### config.mk
export PLATFORM = sky130hd
export DESIGN_NAME = stb_sense_ctrl
export DESIGN_NICKNAME = d
export VERILOG_FILES = /design/src/stb_pkg.sv /design/src/stb_sense_ctrl.sv /design/src/stb_sync.sv
export SDC_FILE = /design/constraint.sdc
export NUM_CORES = 1
export LEC_CHECK = 0
export ABC_AREA = 1
export BUFFER_PORTS_ARGS = -buffer_cell sky130_fd_sc_hd__buf_2
export CAP_MARGIN = 15
export CORE_MARGIN = 10
export CORE_UTILIZATION = 54
export DETAILED_ROUTE_END_ITERATION = 7
export PLACE_DENSITY = 0.82
export SLEW_MARGIN = 20
export SYNTH_ARGS = -nofsm -noshare
export SYNTH_HDL_FRONTEND = slang
export SYNTH_HIERARCHICAL = 1
export SYNTH_SLANG_ARGS = --single-unit
export TNS_END_PERCENT = 1
### constraint.sdc
create_clock -name CLK -period 1.8 [get_ports CLK]
set_input_delay 0.36 -clock CLK [delete_from_list [all_inputs] [get_ports CLK]]
set_output_delay 0.36 -clock CLK [all_outputs]
set_load 0.01 [all_outputs]
### src/stb_pkg.sv
`default_nettype none
package stb_pkg;

  // ----------------------------------------------------------------
  // register map
  // ----------------------------------------------------------------
  localparam logic [7:0] SENSE_ONE_CONTROL_OFS = 8'h5d;
  localparam logic [7:0] SENSE_TWO_CONTROL_OFS = 8'h5e;
  localparam logic [7:0] SENSE_STATUS_OFS      = 8'h5f;  // event readback, write 1 to clear

  // ----------------------------------------------------------------
  // field layout of a control register
  // ----------------------------------------------------------------
  localparam int unsigned POWER_DOWN_BIT = 6;
  localparam int unsigned THRESHOLD_LSB  = 2;
  localparam int unsigned THRESHOLD_W    = 3;

  // ----------------------------------------------------------------
  // values after reset
  // ----------------------------------------------------------------
  localparam logic                   POWER_DOWN_RST = 1'b1;
  localparam logic [THRESHOLD_W-1:0] THRESHOLD_RST  = 3'h3;  // 525 mV level
  localparam logic [7:0]             RDATA_RST      = 8'h00;

  // ----------------------------------------------------------------
  // counts
  // ----------------------------------------------------------------
  localparam int unsigned NUM_CHANNELS = 2;
  localparam int unsigned SYNC_STAGES  = 2;

  // register access as seen behind the serial configuration port
  typedef struct packed {
    logic       wr;
    logic       rd;
    logic [7:0] addr;
    logic [7:0] wdata;
  } stb_reg_req_t;

  // per-channel settings handed to the analog comparator
  typedef struct packed {
    logic                   power_down;
    logic [THRESHOLD_W-1:0] threshold;
  } stb_chan_cfg_t;

endpackage : stb_pkg
`default_nettype wire

### src/stb_sense_ctrl.sv
`default_nettype none

module stb_sense_ctrl #(
  parameter int unsigned NUM_CH = stb_pkg::NUM_CHANNELS,
  parameter int unsigned STAGES = stb_pkg::SYNC_STAGES
) (
  input  wire logic                  CLK,
  input  wire logic                  RST,
  input  wire logic                  CE,
  input  wire stb_pkg::stb_reg_req_t REG_REQ,
  output logic [7:0]                 REG_RDATA,
  input  wire logic [NUM_CH-1:0]     COMPARATOR_ABOVE,
  output stb_pkg::stb_chan_cfg_t     SENSE_ONE_CFG,
  output stb_pkg::stb_chan_cfg_t     SENSE_TWO_CFG,
  output logic [NUM_CH-1:0]          SHORT_TO_BATTERY_FLAGS,
  output logic                       INTERRUPT_REQUEST_OUT_N
);

  // ----------------------------------------------------------------
  // elaboration checks
  // ----------------------------------------------------------------
  // the register map holds exactly two control registers
  if (NUM_CH != 2) begin : g_bad_ch
    $error("stb_sense_ctrl supports exactly two sense channels");
  end
  if (STAGES < 2) begin : g_bad_stages
    $error("stb_sense_ctrl needs at least two synchroniser stages");
  end

  // ----------------------------------------------------------------
  // state
  // ----------------------------------------------------------------
  typedef struct packed {
    stb_pkg::stb_chan_cfg_t [NUM_CH-1:0] cfg;
    logic [NUM_CH-1:0][STAGES-1:0]       pd_hist;
    logic [NUM_CH-1:0]                   flag;
    logic [7:0]                          rdata;
    logic                                irq_n;
  } stb_state_t;

  stb_state_t        state_reg;
  stb_state_t        state_next;
  logic [NUM_CH-1:0] above_sync;
  logic [NUM_CH-1:0] ctrl_sel;
  logic              status_sel;
  logic [NUM_CH-1:0] hit;
  logic [NUM_CH-1:0] clr;

  // ----------------------------------------------------------------
  // comparator synchronisation
  // ----------------------------------------------------------------
  // comparator outputs are analog and unrelated to CLK
  stb_sync #(
    .WIDTH  (NUM_CH),
    .STAGES (STAGES)
  ) u_sync (
    .clk      (CLK),
    .rst      (RST),
    .ce       (CE),
    .async_in (COMPARATOR_ABOVE),
    .sync_out (above_sync)
  );

  // ----------------------------------------------------------------
  // address decode
  // ----------------------------------------------------------------
  assign ctrl_sel[0] = (REG_REQ.addr == stb_pkg::SENSE_ONE_CONTROL_OFS);
  assign ctrl_sel[1] = (REG_REQ.addr == stb_pkg::SENSE_TWO_CONTROL_OFS);
  assign status_sel  = (REG_REQ.addr == stb_pkg::SENSE_STATUS_OFS);

  // ----------------------------------------------------------------
  // per-channel event qualification and clear
  // ----------------------------------------------------------------
  // a powered-down slicer gives meaningless output, so it is masked; the mask is held
  // until the synchroniser has flushed samples taken while the channel was still down
  for (genvar c = 0; c < NUM_CH; c++) begin : g_ch
    assign hit[c] = above_sync[c] & ~state_reg.cfg[c].power_down &
                    ~(|state_reg.pd_hist[c]);
    assign clr[c] = REG_REQ.wr & status_sel & REG_REQ.wdata[c];
  end

  // ----------------------------------------------------------------
  // next-state logic
  // ----------------------------------------------------------------
  always_comb begin
    state_next = state_reg;
    if (CE) begin
      // control writes; undefined bits are not stored
      for (int c = 0; c < NUM_CH; c++) begin
        if (REG_REQ.wr && ctrl_sel[c]) begin
          state_next.cfg[c].power_down = REG_REQ.wdata[stb_pkg::POWER_DOWN_BIT];
          state_next.cfg[c].threshold  =
            REG_REQ.wdata[stb_pkg::THRESHOLD_LSB +: stb_pkg::THRESHOLD_W];
        end
      end
      // power-down history, one entry per synchroniser stage
      for (int c = 0; c < NUM_CH; c++) begin
        state_next.pd_hist[c] = {state_reg.pd_hist[c][STAGES-2:0], state_reg.cfg[c].power_down};
      end
      // sticky flags: a new event in the clearing cycle keeps the flag set
      state_next.flag = (state_reg.flag & ~clr) | hit;
      // interrupt follows the flags, low while any is set
      state_next.irq_n = ~(|state_next.flag);
      // read data is registered, one cycle after the request
      if (REG_REQ.rd) begin
        state_next.rdata = 8'h00;
        for (int c = 0; c < NUM_CH; c++) begin
          if (ctrl_sel[c]) begin
            state_next.rdata[stb_pkg::POWER_DOWN_BIT] = state_reg.cfg[c].power_down;
            state_next.rdata[stb_pkg::THRESHOLD_LSB +: stb_pkg::THRESHOLD_W] = state_reg.cfg[c].threshold;
          end
        end
        if (status_sel) begin
          state_next.rdata[NUM_CH-1:0] = state_reg.flag;
        end
      end
    end
  end

  // ----------------------------------------------------------------
  // state register
  // ----------------------------------------------------------------
  // channels come up powered down so nothing fires before setup
  always_ff @(posedge CLK or posedge RST) begin
    if (RST) begin
      for (int c = 0; c < NUM_CH; c++) begin
        state_reg.cfg[c].power_down <= stb_pkg::POWER_DOWN_RST;
        state_reg.cfg[c].threshold  <= stb_pkg::THRESHOLD_RST;
      end
      state_reg.pd_hist <= '1;
      state_reg.flag  <= '0;
      state_reg.rdata <= stb_pkg::RDATA_RST;
      state_reg.irq_n <= 1'b1;
    end else begin
      state_reg <= state_next;
    end
  end

  // ----------------------------------------------------------------
  // outputs, all straight from flops
  // ----------------------------------------------------------------
  // the threshold is only meaningful once power_down is cleared by software
  assign SENSE_ONE_CFG           = state_reg.cfg[0];
  assign SENSE_TWO_CFG           = state_reg.cfg[1];
  assign SHORT_TO_BATTERY_FLAGS  = state_reg.flag;
  assign INTERRUPT_REQUEST_OUT_N = state_reg.irq_n;
  assign REG_RDATA               = state_reg.rdata;

endmodule : stb_sense_ctrl
`default_nettype wire

### src/stb_sync.sv
`default_nettype none
// ----------------------------------------------------------------
// multi-bit level synchroniser, one chain per bit
// ----------------------------------------------------------------
module stb_sync #(
  parameter int unsigned WIDTH  = 2,
  parameter int unsigned STAGES = 2
) (
  input  wire logic             clk,
  input  wire logic             rst,
  input  wire logic             ce,
  input  wire logic [WIDTH-1:0] async_in,
  output logic      [WIDTH-1:0] sync_out
);

  if (STAGES < 2) begin : g_bad_stages
    $error("stb_sync needs at least two stages");
  end

  typedef struct packed {
    logic [WIDTH-1:0][STAGES-1:0] chain;
  } stb_sync_state_t;

  stb_sync_state_t state_reg;
  stb_sync_state_t state_next;

  // shift each bit along its own chain; only the next stage reads stage 0
  always_comb begin
    state_next = state_reg;
    if (ce) begin
      for (int b = 0; b < WIDTH; b++) begin
        state_next.chain[b] = {state_reg.chain[b][STAGES-2:0], async_in[b]};
      end
    end
  end

  always_ff @(posedge clk or posedge rst) begin
    if (rst) begin
      state_reg <= '0;
    end else begin
      state_reg <= state_next;
    end
  end

  for (genvar b = 0; b < WIDTH; b++) begin : g_out
    assign sync_out[b] = state_reg.chain[b][STAGES-1];
  end

endmodule : stb_sync
`default_nettype wire

Yosys cells after proc, flatten, opt, wreduce, memory -nomap -nowiden

Cells that the tools add are included.

Input port bits: 23
Output and inout bits: 19
Bits in registers: 25
Logic and storage cells: 42

Equal/unequal tests: 3
Multiplexer cells: 5
Reductions and logical operators: 8
Bitwise gates (word level): 15

Operator list:

| kind               | number |
|---|---|
| $eq 8x7->1 const B | 3 |
| $and 1x1->1        | 7 |
| $mux 3             | 2 |
| $reduce_and 2->1   | 3 |
| $reduce_or 2->1    | 3 |
| $not 1->1          | 5 |
| $and 2x2->2        | 1 |
| $logic_and 1x1->1  | 2 |
| $mux 1             | 2 |
| $mux 2             | 1 |
| $not 2->2          | 1 |
| $or 2x2->2         | 1 |

Longest topological paths before layout

Gate-level depths: netlist of run 1.

Depth in word-level cells: 8
Mapped depth: 8
Mapped depth without buffers: 8

By module

The synthesis of run 1 kept the hierarchy.

By module, submodules not included:

| module         | area each (µm²) | cells an instance | instances | seq. area each (µm²) |
|---|---|---|---|---|
| stb_sense_ctrl | 1187.4          | 133               | 1         | 539.3 |
| stb_sync       | 167.7           | 20                | 1         | 100.1 |

Worst setup path before layout of run 1

OpenSTA, ideal clock, no wires.

Path type: input-to-reg
Start: input port REG_REQ[15] (netlist name)
End: register state_reg (netlist bit SHORT_TO_BATTERY_FLAGS[1])
Path buffers: 1
Arrival: 0.993 ns
Data required time: 1.676 ns
Library setup time: 0.124 ns
Cell stages on the path: 7
Slack: 0.683 ns
Cells stage by stage: inv_1 > nand2_2 > nor2_4 > buf_6 > nand4_4 > a21oi_2 > a21oi_1

Word-level cells in the longest chain between the ends: 6

RTL lines:

| item                     | line                  | source |
|---|---|---|
| start, declared          | stb_sense_ctrl.sv:10  | `input wire stb_pkg::stb_reg_req_t REG_REQ,` |
| $eq 8x7->1               | stb_sense_ctrl.sv:69  | `assign status_sel = (REG_REQ.addr == stb_pkg::SENSE_STATUS_OFS);` |
| $and 1x1->1 (2 in a row) | stb_sense_ctrl.sv:79  | `assign clr[c] = REG_REQ.wr & status_sel & REG_REQ.wdata[c];` |
| $not 2->2                | stb_sense_ctrl.sv:101 | `state_next.flag = (state_reg.flag & ~clr) \| hit;` |
| $and 2x2->2              | stb_sense_ctrl.sv:101 |  |
| $or 2x2->2               | stb_sense_ctrl.sv:101 |  |
| end signal, assigned     | stb_sense_ctrl.sv:135 | `state_reg <= state_next;` |
| end, declared            | stb_sense_ctrl.sv:41  | `stb_state_t state_reg;` |

Every way passes these cells.
A chain may end at the register's enable or synchronous reset.

Final worst setup path of run 1

Start: register state_reg (netlist bit SENSE_ONE_CFG[3])
End: output port SENSE_ONE_CFG[3] (netlist name)

RTL lines:

| item          | line                 | source |
|---|---|---|
| end, declared | stb_sense_ctrl.sv:13 | `output stb_pkg::stb_chan_cfg_t SENSE_ONE_CFG,` |

No word-level cell between the ends.

==> flow_summary.ini, run 1 <==
[die]
die_x_um = 70.1
coreArea_um2 = 2430
start_util = 0.557
die_y_um = 70.1
ios = 42
die_area_um2 = 4910
rows = 18

[final_layout]
drive_above_1_share = 0.371
largest_reg_flops = 6
layout_commonest_cell = nand2_1
diodes = 0
area.growth.synth_to_final_pct = 7.20
layout_common_cells = nand2_1 (40), buf_2 (37), dfrtp_1 (14), inv_1 (14), dfstp_2 (11)
nNetsFinal = 199

[run]
max_cap_violations = 0

[detailed_routing]
drc = 0
vias = 979
via_per_inst = 4.78
first_iter_violations = 45
wl_um = 2560
firstDrtPassIters = 4
ant_nets = 0
wl_per_cell_um = 12.5

[sta]
setup_viol = 0
finalMaxSlewViolations = 0
fmax_ghz = 0.715
worst_slack_ns = 0.401
fin_crit_ns = 1.40
rsz0062_at_grt = false
hold_viol_final = 0
period_share = 0.777
setup_tns_ns = 0
skew_ns = 0.0122

[critical_path]
cp.arrival_ns = 1.04
startpoint = SENSE_ONE_CFG[3]
max_stage_delay_ns = 0.59
crit_type = reg -> out
worstSetupEndpointType = primary output
path_max_fanout = 5
critical_path.startpoint_type = register
cp.required_ns = 1.44
cp_cell_sequence = buf_2
crit_slowest_cell = dfstp_2
critPathBufInv = 1
critical_path.top_delay_family = flip-flops
rr_startpoint = SENSE_TWO_CFG[3]
r2r_slack_ns = 0.71

[placed_design]
dp_hpwl_um = 2090
place_ws_ns = 0.345
io_buffers = 37
gp_congestion = 0.802

[pwr]
p_leak_nw = 0.720
peakVddDrop_v = 0.000552
p_per_area_nw_per_um2 = 700

[clocking]
clk_path_buf_depth = 2
cts_max_level = 1
cts_made_buffers = 3
cts_sinks = 25
root_buffer = clkbuf_4
cts_tree = done
clk_pin_slew_ns = 0.14
worstSkewPairLatency_ns = 0.31

[min_path]
min_from = COMPARATOR_ABOVE[0]
hold_path.class = in -> reg

[logic_synthesis]
ys_types = 24
syn_area_um2 = 1360
yosysTopAreaCell = dfrtp_1
syn_inst = 153
synth_xor_area_frac = 0
synth_top_area_frac = 0.259
ys_top_cells_by_area = dfrtp_1 (26%), dfstp_2 (21%), buf_4 (11%), nand2_1 (11%), inv_1 (3.9%)
synthMuxAreaShare = 0
synth_compound_area_frac = 0.0896
synth-seq-cells = 25
synthAdderAreaFrac = 0
yosysWarningCount = 6
synthSimpleGateAreaFrac = 0.264
ys_seq_area_frac = 0.472
avgSynthCellArea_um2 = 8.86
synth_top_family_by_area = simple AND/OR/NAND/NOR gates

[global_route]
use_met2 = 0.172
first_global_vias = 968
grt-ovfl-total = 0
antenna_found_initial = 0
met3_usage = 0.0381
grt_max_degree = 22
grt_busiest_layer = met2
use_met1 = 0.126
grt_pass1_wl_um = 4420
track_usage = 0.107

[status]
status = finished clean
cells in the mapped netlist, drive strengths merged:
cell type / number
nand3: 8
conb: 1
nor2: 10
a31oi: 4
a21oi: 3
clkinv: 1
inv: 15
nor3: 1
o21ai: 14
dfstp: 11
buf: 22
dfrtp: 14
nand2: 44
nand4: 4
o31ai: 1
final timing paths:
check / to / cells past startpoint
min in group asynchronous: u_sync/sync_out[0] / 3
hold / removal: u_sync/state_reg[0] / 3
setup / recovery: SENSE_ONE_CFG[3] / 1
hold reg to reg: INTERRUPT_REQUEST_OUT_N / 2
max in group asynchronous: SENSE_TWO_CFG[0] / 4
setup reg to reg: INTERRUPT_REQUEST_OUT_N / 6
repair_timing:
action,in CTS,in global routing
buffers inserted,0,0
gates resized for setup,0,0
hold endpoints to repair,4,0
hold buffers,1,0
metrics by stage:
stage / cells / hold WS [ns] / total power [mW] / instance area (um2) / util
after global placement: 200 / 0.250 / 0.778 / 1420 / 0.582
after global routing: 205 / 0.241 / 1.08 / 1450 / 0.597
after CTS: 205 / 0.235 / 1.03 / 1450 / 0.597
final: 205 / 0.236 / 1.02 / 1450 / 0.597
after detailed placement: 200 / 0.258 / 0.783 / 1420 / 0.582
after floorplan: 154 / 0.126 / 0.754 / 1360 / -
layer usage:
metal	up-vias	part of all wire
met1	429	0.44
met5	-	0
li1	520	-
met2	28	0.48
met3	2	0.079
met4	0	0.0074
cell families after synthesis:
group                  after synthesis
AOI/OAI and AO/OA                   22
DFF                                 25
buffers and inverters               38
other                                1
and+or+nand+nor                     67
cell type report:
| cell class | count | area [um2] |
|---|---|---|
| fill | 224 | 980 |
| sequential | 25 | 639 |
| multi-input combinational | 91 | 487 |
| timing repair buffer | 39 | 203 |
| inverter | 16 | 60.1 |
| tap | 30 | 37.5 |
| clock buffer | 4 | 26.3 |
power by group:
| part | total [mW] | internal, mW | switching [mW] |
|---|---|---|---|
| Clock | 0.244 | 0.0864 | 0.158 |
| Combinational | 0.154 | 0.0599 | 0.0938 |
| Sequential | 0.619 | 0.598 | 0.0206 |
Power figures use the tool's default switching activity.
==> run 2: changes to the inputs <==
- CORE_UTILIZATION: 54 -> 50
- PLACE_DENSITY: 0.82 -> 0.76
- clock period: 1.8 -> 1.3 ns (I/O delays scaled with it)
==> run 2 against run 1 <==
Compared with the run above:
- global-route usage rose by 0.51 points
- critical endpoint is now SENSE_TWO_CFG[3]
- critical path type unchanged
- cell count rose by 2.0%
- critical path depth did not move
- first-iteration DRC count rose by 40%
==> flow_summary.ini, run 2 (synthesis results as in run 1) <==
[status]
status = finished clean

[die]
coreArea_um2 = 2520
ios = 42
die_y_um = 72.1
start_util = 0.537
die_area_um2 = 5190
die_x_um = 72.1
rows = 18

[clocking]
worstSkewPairLatency_ns = 0.32
clk_pin_slew_ns = 0.14
cts_max_level = 1
root_buffer = clkbuf_4
clk_path_buf_depth = 2
cts_sinks = 25
cts_tree = done
cts_made_buffers = 3

[critical_path]
max_stage_delay_ns = 0.60
critical_path.top_delay_family = flip-flops
crit_slowest_cell = dfstp_2
cp_cell_sequence = buf_6
startpoint = SENSE_TWO_CFG[3]
rr_startpoint = SENSE_TWO_CFG[3]
cp.arrival_ns = 1.02
critPathBufInv = 1
cp.required_ns = 1.04
worstSetupEndpointType = primary output
crit_type = reg -> out
critical_path.startpoint_type = register
path_max_fanout = 5

[detailed_routing]
via_per_inst = 4.89
wl_um = 2780
wl_per_cell_um = 13.3
first_iter_violations = 63
drc = 0
firstDrtPassIters = 4
vias = 1023
ant_nets = 0

[sta]
rsz0062_at_grt = true
period_share = 0.988
worst_slack_ns = 0.0160
skew_ns = 0.0127
fmax_ghz = 0.779
fin_crit_ns = 1.28
setup_viol = 0
hold_viol_final = 0
finalMaxSlewViolations = 0

[min_path]
min_from = COMPARATOR_ABOVE[0]
hold_path.class = in -> reg

[placed_design]
gp_congestion = 0.766
dp_hpwl_um = 2220
io_buffers = 37
place_ws_ns = 0.0690
place_area_um2 = 1440

[final_layout]
largest_reg_flops = 6
diodes = 0
postLayoutCellArea_um2 = 1520
layout_common_cells = nand2_1 (40), buf_2 (31), dfrtp_1 (14), inv_1 (14), dfstp_2 (11)
nNetsFinal = 203
area.growth.synth_to_final_pct = 12.3
layout_commonest_cell = nand2_1
drive_above_1_share = 0.391

[pwr]
p_per_area_nw_per_um2 = 938
p_leak_nw = 0.748
peakVddDrop_v = 0.000614

[global_route]
grt-ovfl-total = 0
track_usage = 0.112
first_global_vias = 1055
grt_pass1_wl_um = 4800
antenna_found_initial = 0
grt_max_degree = 22

[run]
max_cap_violations = 0
==> run 2: changes by cell type in the layout (fill, tap and decap cells not counted) <==
| cell | delta |
|---|---|
| clkinv_2 | +1 |
| clkbuf_1 | -1 |
| buf_6 | +6 |
| buf_2 | -6 |
| buf_4 | +4 |
==> run 2: report_power, final <==
part,internal [mW],switching [mW]
clock network,0.115,0.227
logic,0.0933,0.135
registers,0.829,0.0287
total,1.04,0.391
==> run 2: cell type report <==
cell class | instances | area, um2
multi-input cells | 91 | 487
clock inverters | 1 | 5.00
repair buffers | 43 | 270
well taps | 30 | 37.5
fillers | 230 | 1000
flip-flops and latches | 25 | 639
clock buffers | 3 | 22.5
inverters | 16 | 60.1
==> run 2: path summary, 6_finish.rpt <==
path                                            to  depth (start not counted)  slack [ns]
max                               SENSE_TWO_CFG[3]                          1        0.02
min                            u_sync/state_reg[0]                          3        0.13
max reg2reg                INTERRUPT_REQUEST_OUT_N                          6        0.16
min reg2reg                          state_reg[14]                          2        0.48
max in group asynchronous         SENSE_TWO_CFG[1]                          4        0.51
min in group asynchronous      u_sync/state_reg[0]                          3        0.34
==> run 2: routing by layer <==
| layer | GRT usage | part of all wire | vias up |
|---|---|---|---|
| li1 | - | - | 520 |
| met1 | 0.136 | 0.44 | 473 |
| met2 | 0.184 | 0.50 | 28 |
| met3 | 0.0313 | 0.065 | 2 |
| met4 | 0.0387 | 0.0029 | 0 |
| met5 | 0 | 0 | - |
==> run 2: through the flow <==
step	total power [mW]	std cells	hold WS [ns]	setup TNS, ns	util
finish	1.43	209	0.132	0	0.603
CTS	1.44	209	0.127	-0.00932	0.593
floorplan	1.04	154	0.0261	0	-
detailed placement	1.09	203	0.158	0	0.570
global route	1.52	209	0.137	-0.0795	0.603
global placement	1.08	203	0.152	0	0.570
==> run 2: timing repair <==
| item | 4_1_cts | 5_1_grt |
|---|---|---|
| buffers inserted | 1 | 0 |
| hold buffers | 1 | 0 |
| setup endpoints to repair | 3 | 6 |
| resized for setup | 2 | 4 |
| endpoints found under the hold margin | 14 | 0 |
==> run 3: changes to the inputs <==
- PLACE_DENSITY: 0.76 -> 0.8
==> run 3 against run 2 <==
Compared with the run above:
- clock power about the same
- core utilization decreased by 0.099 points
- first-iteration DRC count up 11%
- non-clock buffer count rose by 4
- sequential share of layout area grew 0.069 points
- combinational power about the same
==> flow_summary.ini, run 3 (synthesis results as in run 1) <==
[critical_path]
max_stage_delay_ns = 0.57
critPathBufInv = 1
critical_path.startpoint_type = register
cp.required_ns = 1.04
cp.arrival_ns = 1.02
crit_slowest_cell = dfstp_2
critical_path.top_delay_family = flip-flops
cp_cell_sequence = buf_2
crit_type = reg -> out
path_max_fanout = 3
r2r_slack_ns = 0.16
worstSetupEndpointType = primary output

[pwr]
power_frac_seq = 0.601
p_leak_nw = 0.763
clkPwrFrac = 0.238
peakVddDrop_v = 0.000796
combPwrFrac = 0.161
p_per_area_nw_per_um2 = 941
swShare = 0.271
power.total_mw = 1.43
internal_power_mw = 1.04
switchingPower_mw = 0.387

[placed_design]
place_area_um2 = 1450
gp_congestion = 0.744
io_buffers = 37
dp_hpwl_um = 2270

[detailed_routing]
wl_per_cell_um = 13.4
wl_um = 2850
via_per_inst = 5.00
drc = 0
vias = 1065
firstDrtPassIters = 4
first_iter_violations = 70
ant_nets = 0

[final_layout]
fillers = 235
postLayoutCellArea_um2 = 1520
ff_latch_area_um2 = 639
multiInputGateArea_um2 = 487
drive_above_1_share = 0.399
diodes = 0
layout_common_cells = nand2_1 (40), buf_2 (36), dfrtp_1 (14), inv_1 (14), dfstp_2 (11)
area.growth.synth_to_final_pct = 12.1
nNetsFinal = 207
largest_reg_flops = 6
layout_commonest_cell = nand2_1

[die]
die_y_um = 72.1
start_util = 0.537
coreArea_um2 = 2520
die_x_um = 72.1
rows = 18
ios = 42
die_area_um2 = 5190

[sta]
hold_viol_final = 0
fmax_ghz = 0.784
rsz0062_at_grt = true
skew_ns = 0.00407
period_share = 0.981
fin_crit_ns = 1.28
setup_viol = 0
finalMaxSlewViolations = 0

[clocking]
cts_sinks = 25
clk_path_buf_depth = 2
cts_tree = done
clk_pin_slew_ns = 0.13
cts_made_buffers = 3
worstSkewPairLatency_ns = 0.31
cts_max_level = 1
root_buffer = clkbuf_4

[global_route]
grt-ovfl-total = 0
grt_pass1_wl_um = 4690
track_usage = 0.108
first_global_vias = 1073
antenna_found_initial = 0
grt_max_degree = 22

[status]
status = finished clean

[run]
max_cap_violations = 0

[min_path]
hold_path.class = in -> reg
run 3: changes by cell type in the layout (fill, tap and decap cells not counted), sizes merged:
cell and delta:
clkbuf +1, clkinv -1, buf +4
run 3: power by group through the flow:
stage	clock, mW	combinational [mW]	sequential, mW
CTS	0.345	0.230	0.858
finish	0.341	0.230	0.858
global placement	0	0.217	0.869
detailed placement	0	0.224	0.873
floorplan	0	0.180	0.864
global route	0.379	0.262	0.864
run 3: tightest hold or removal path, cell delays in order:
cell and delay [ns]:
buf_2 0.07, nand2_1 0.04, nand2_1 0.06
run 3: metal layers:
metal  vias up  wire length (um)  part of all wire  GRT usage
li1        524                 -                 -          -
met1       495              1180              0.41      0.115
met2        41              1390              0.49      0.188
met3         5               245             0.086     0.0395
met4         0                41             0.014     0.0430
met5         -                 0                 0          0
run 3: path summary, 6_finish.rpt:
check / start / to / depth (start not counted)
worst max-delay path: SENSE_TWO_CFG[1] / SENSE_TWO_CFG[1] / 1
worst min-delay path: COMPARATOR_ABOVE[0] / u_sync/state_reg[0] / 3
worst max register to register: SENSE_TWO_CFG[3] / INTERRUPT_REQUEST_OUT_N / 7
worst min register to register: INTERRUPT_REQUEST_OUT_N / INTERRUPT_REQUEST_OUT_N / 2
max in group asynchronous: RST / SENSE_TWO_CFG[0] / 4
min in group asynchronous: RST / u_sync/sync_out[1] / 3
run 3: metrics by stage:
stage / setup WS (ns) / hold slack (ns) / cells / utilization / TNS (ns)
6_report: 0.0248 / 0.142 / 213 / 0.602 / 0
2_1_floorplan: 0.283 / 0.0261 / 154 / - / 0
4_1_cts: 0.00969 / 0.141 / 211 / 0.596 / 0
3_3_place_gp: 0.106 / 0.152 / 205 / 0.576 / 0
5_1_grt: -0.00246 / 0.147 / 213 / 0.602 / -0.00246
3_5_place_dp: 0.0692 / 0.161 / 205 / 0.576 / 0
run 3: cell type report:
| class | count | share of cell area |
|---|---|---|
| sequential | 25 | 0.421 |
| timing repair buffer | 47 | 0.177 |
| multi-input combinational | 91 | 0.320 |
| tap | 30 | 0.0247 |
| inverter | 16 | 0.0395 |
| clock buffer | 4 | 0.0173 |
run 3: repair_timing:
| item | in CTS | in global routing |
|---|---|---|
| resized for setup | 1 | 1 |
| setup buffers | 1 | 2 |
| endpoints found under the hold margin | 14 | 0 |
| hold buffers | 1 | 0 |
| setup endpoints to repair | 2 | 3 |
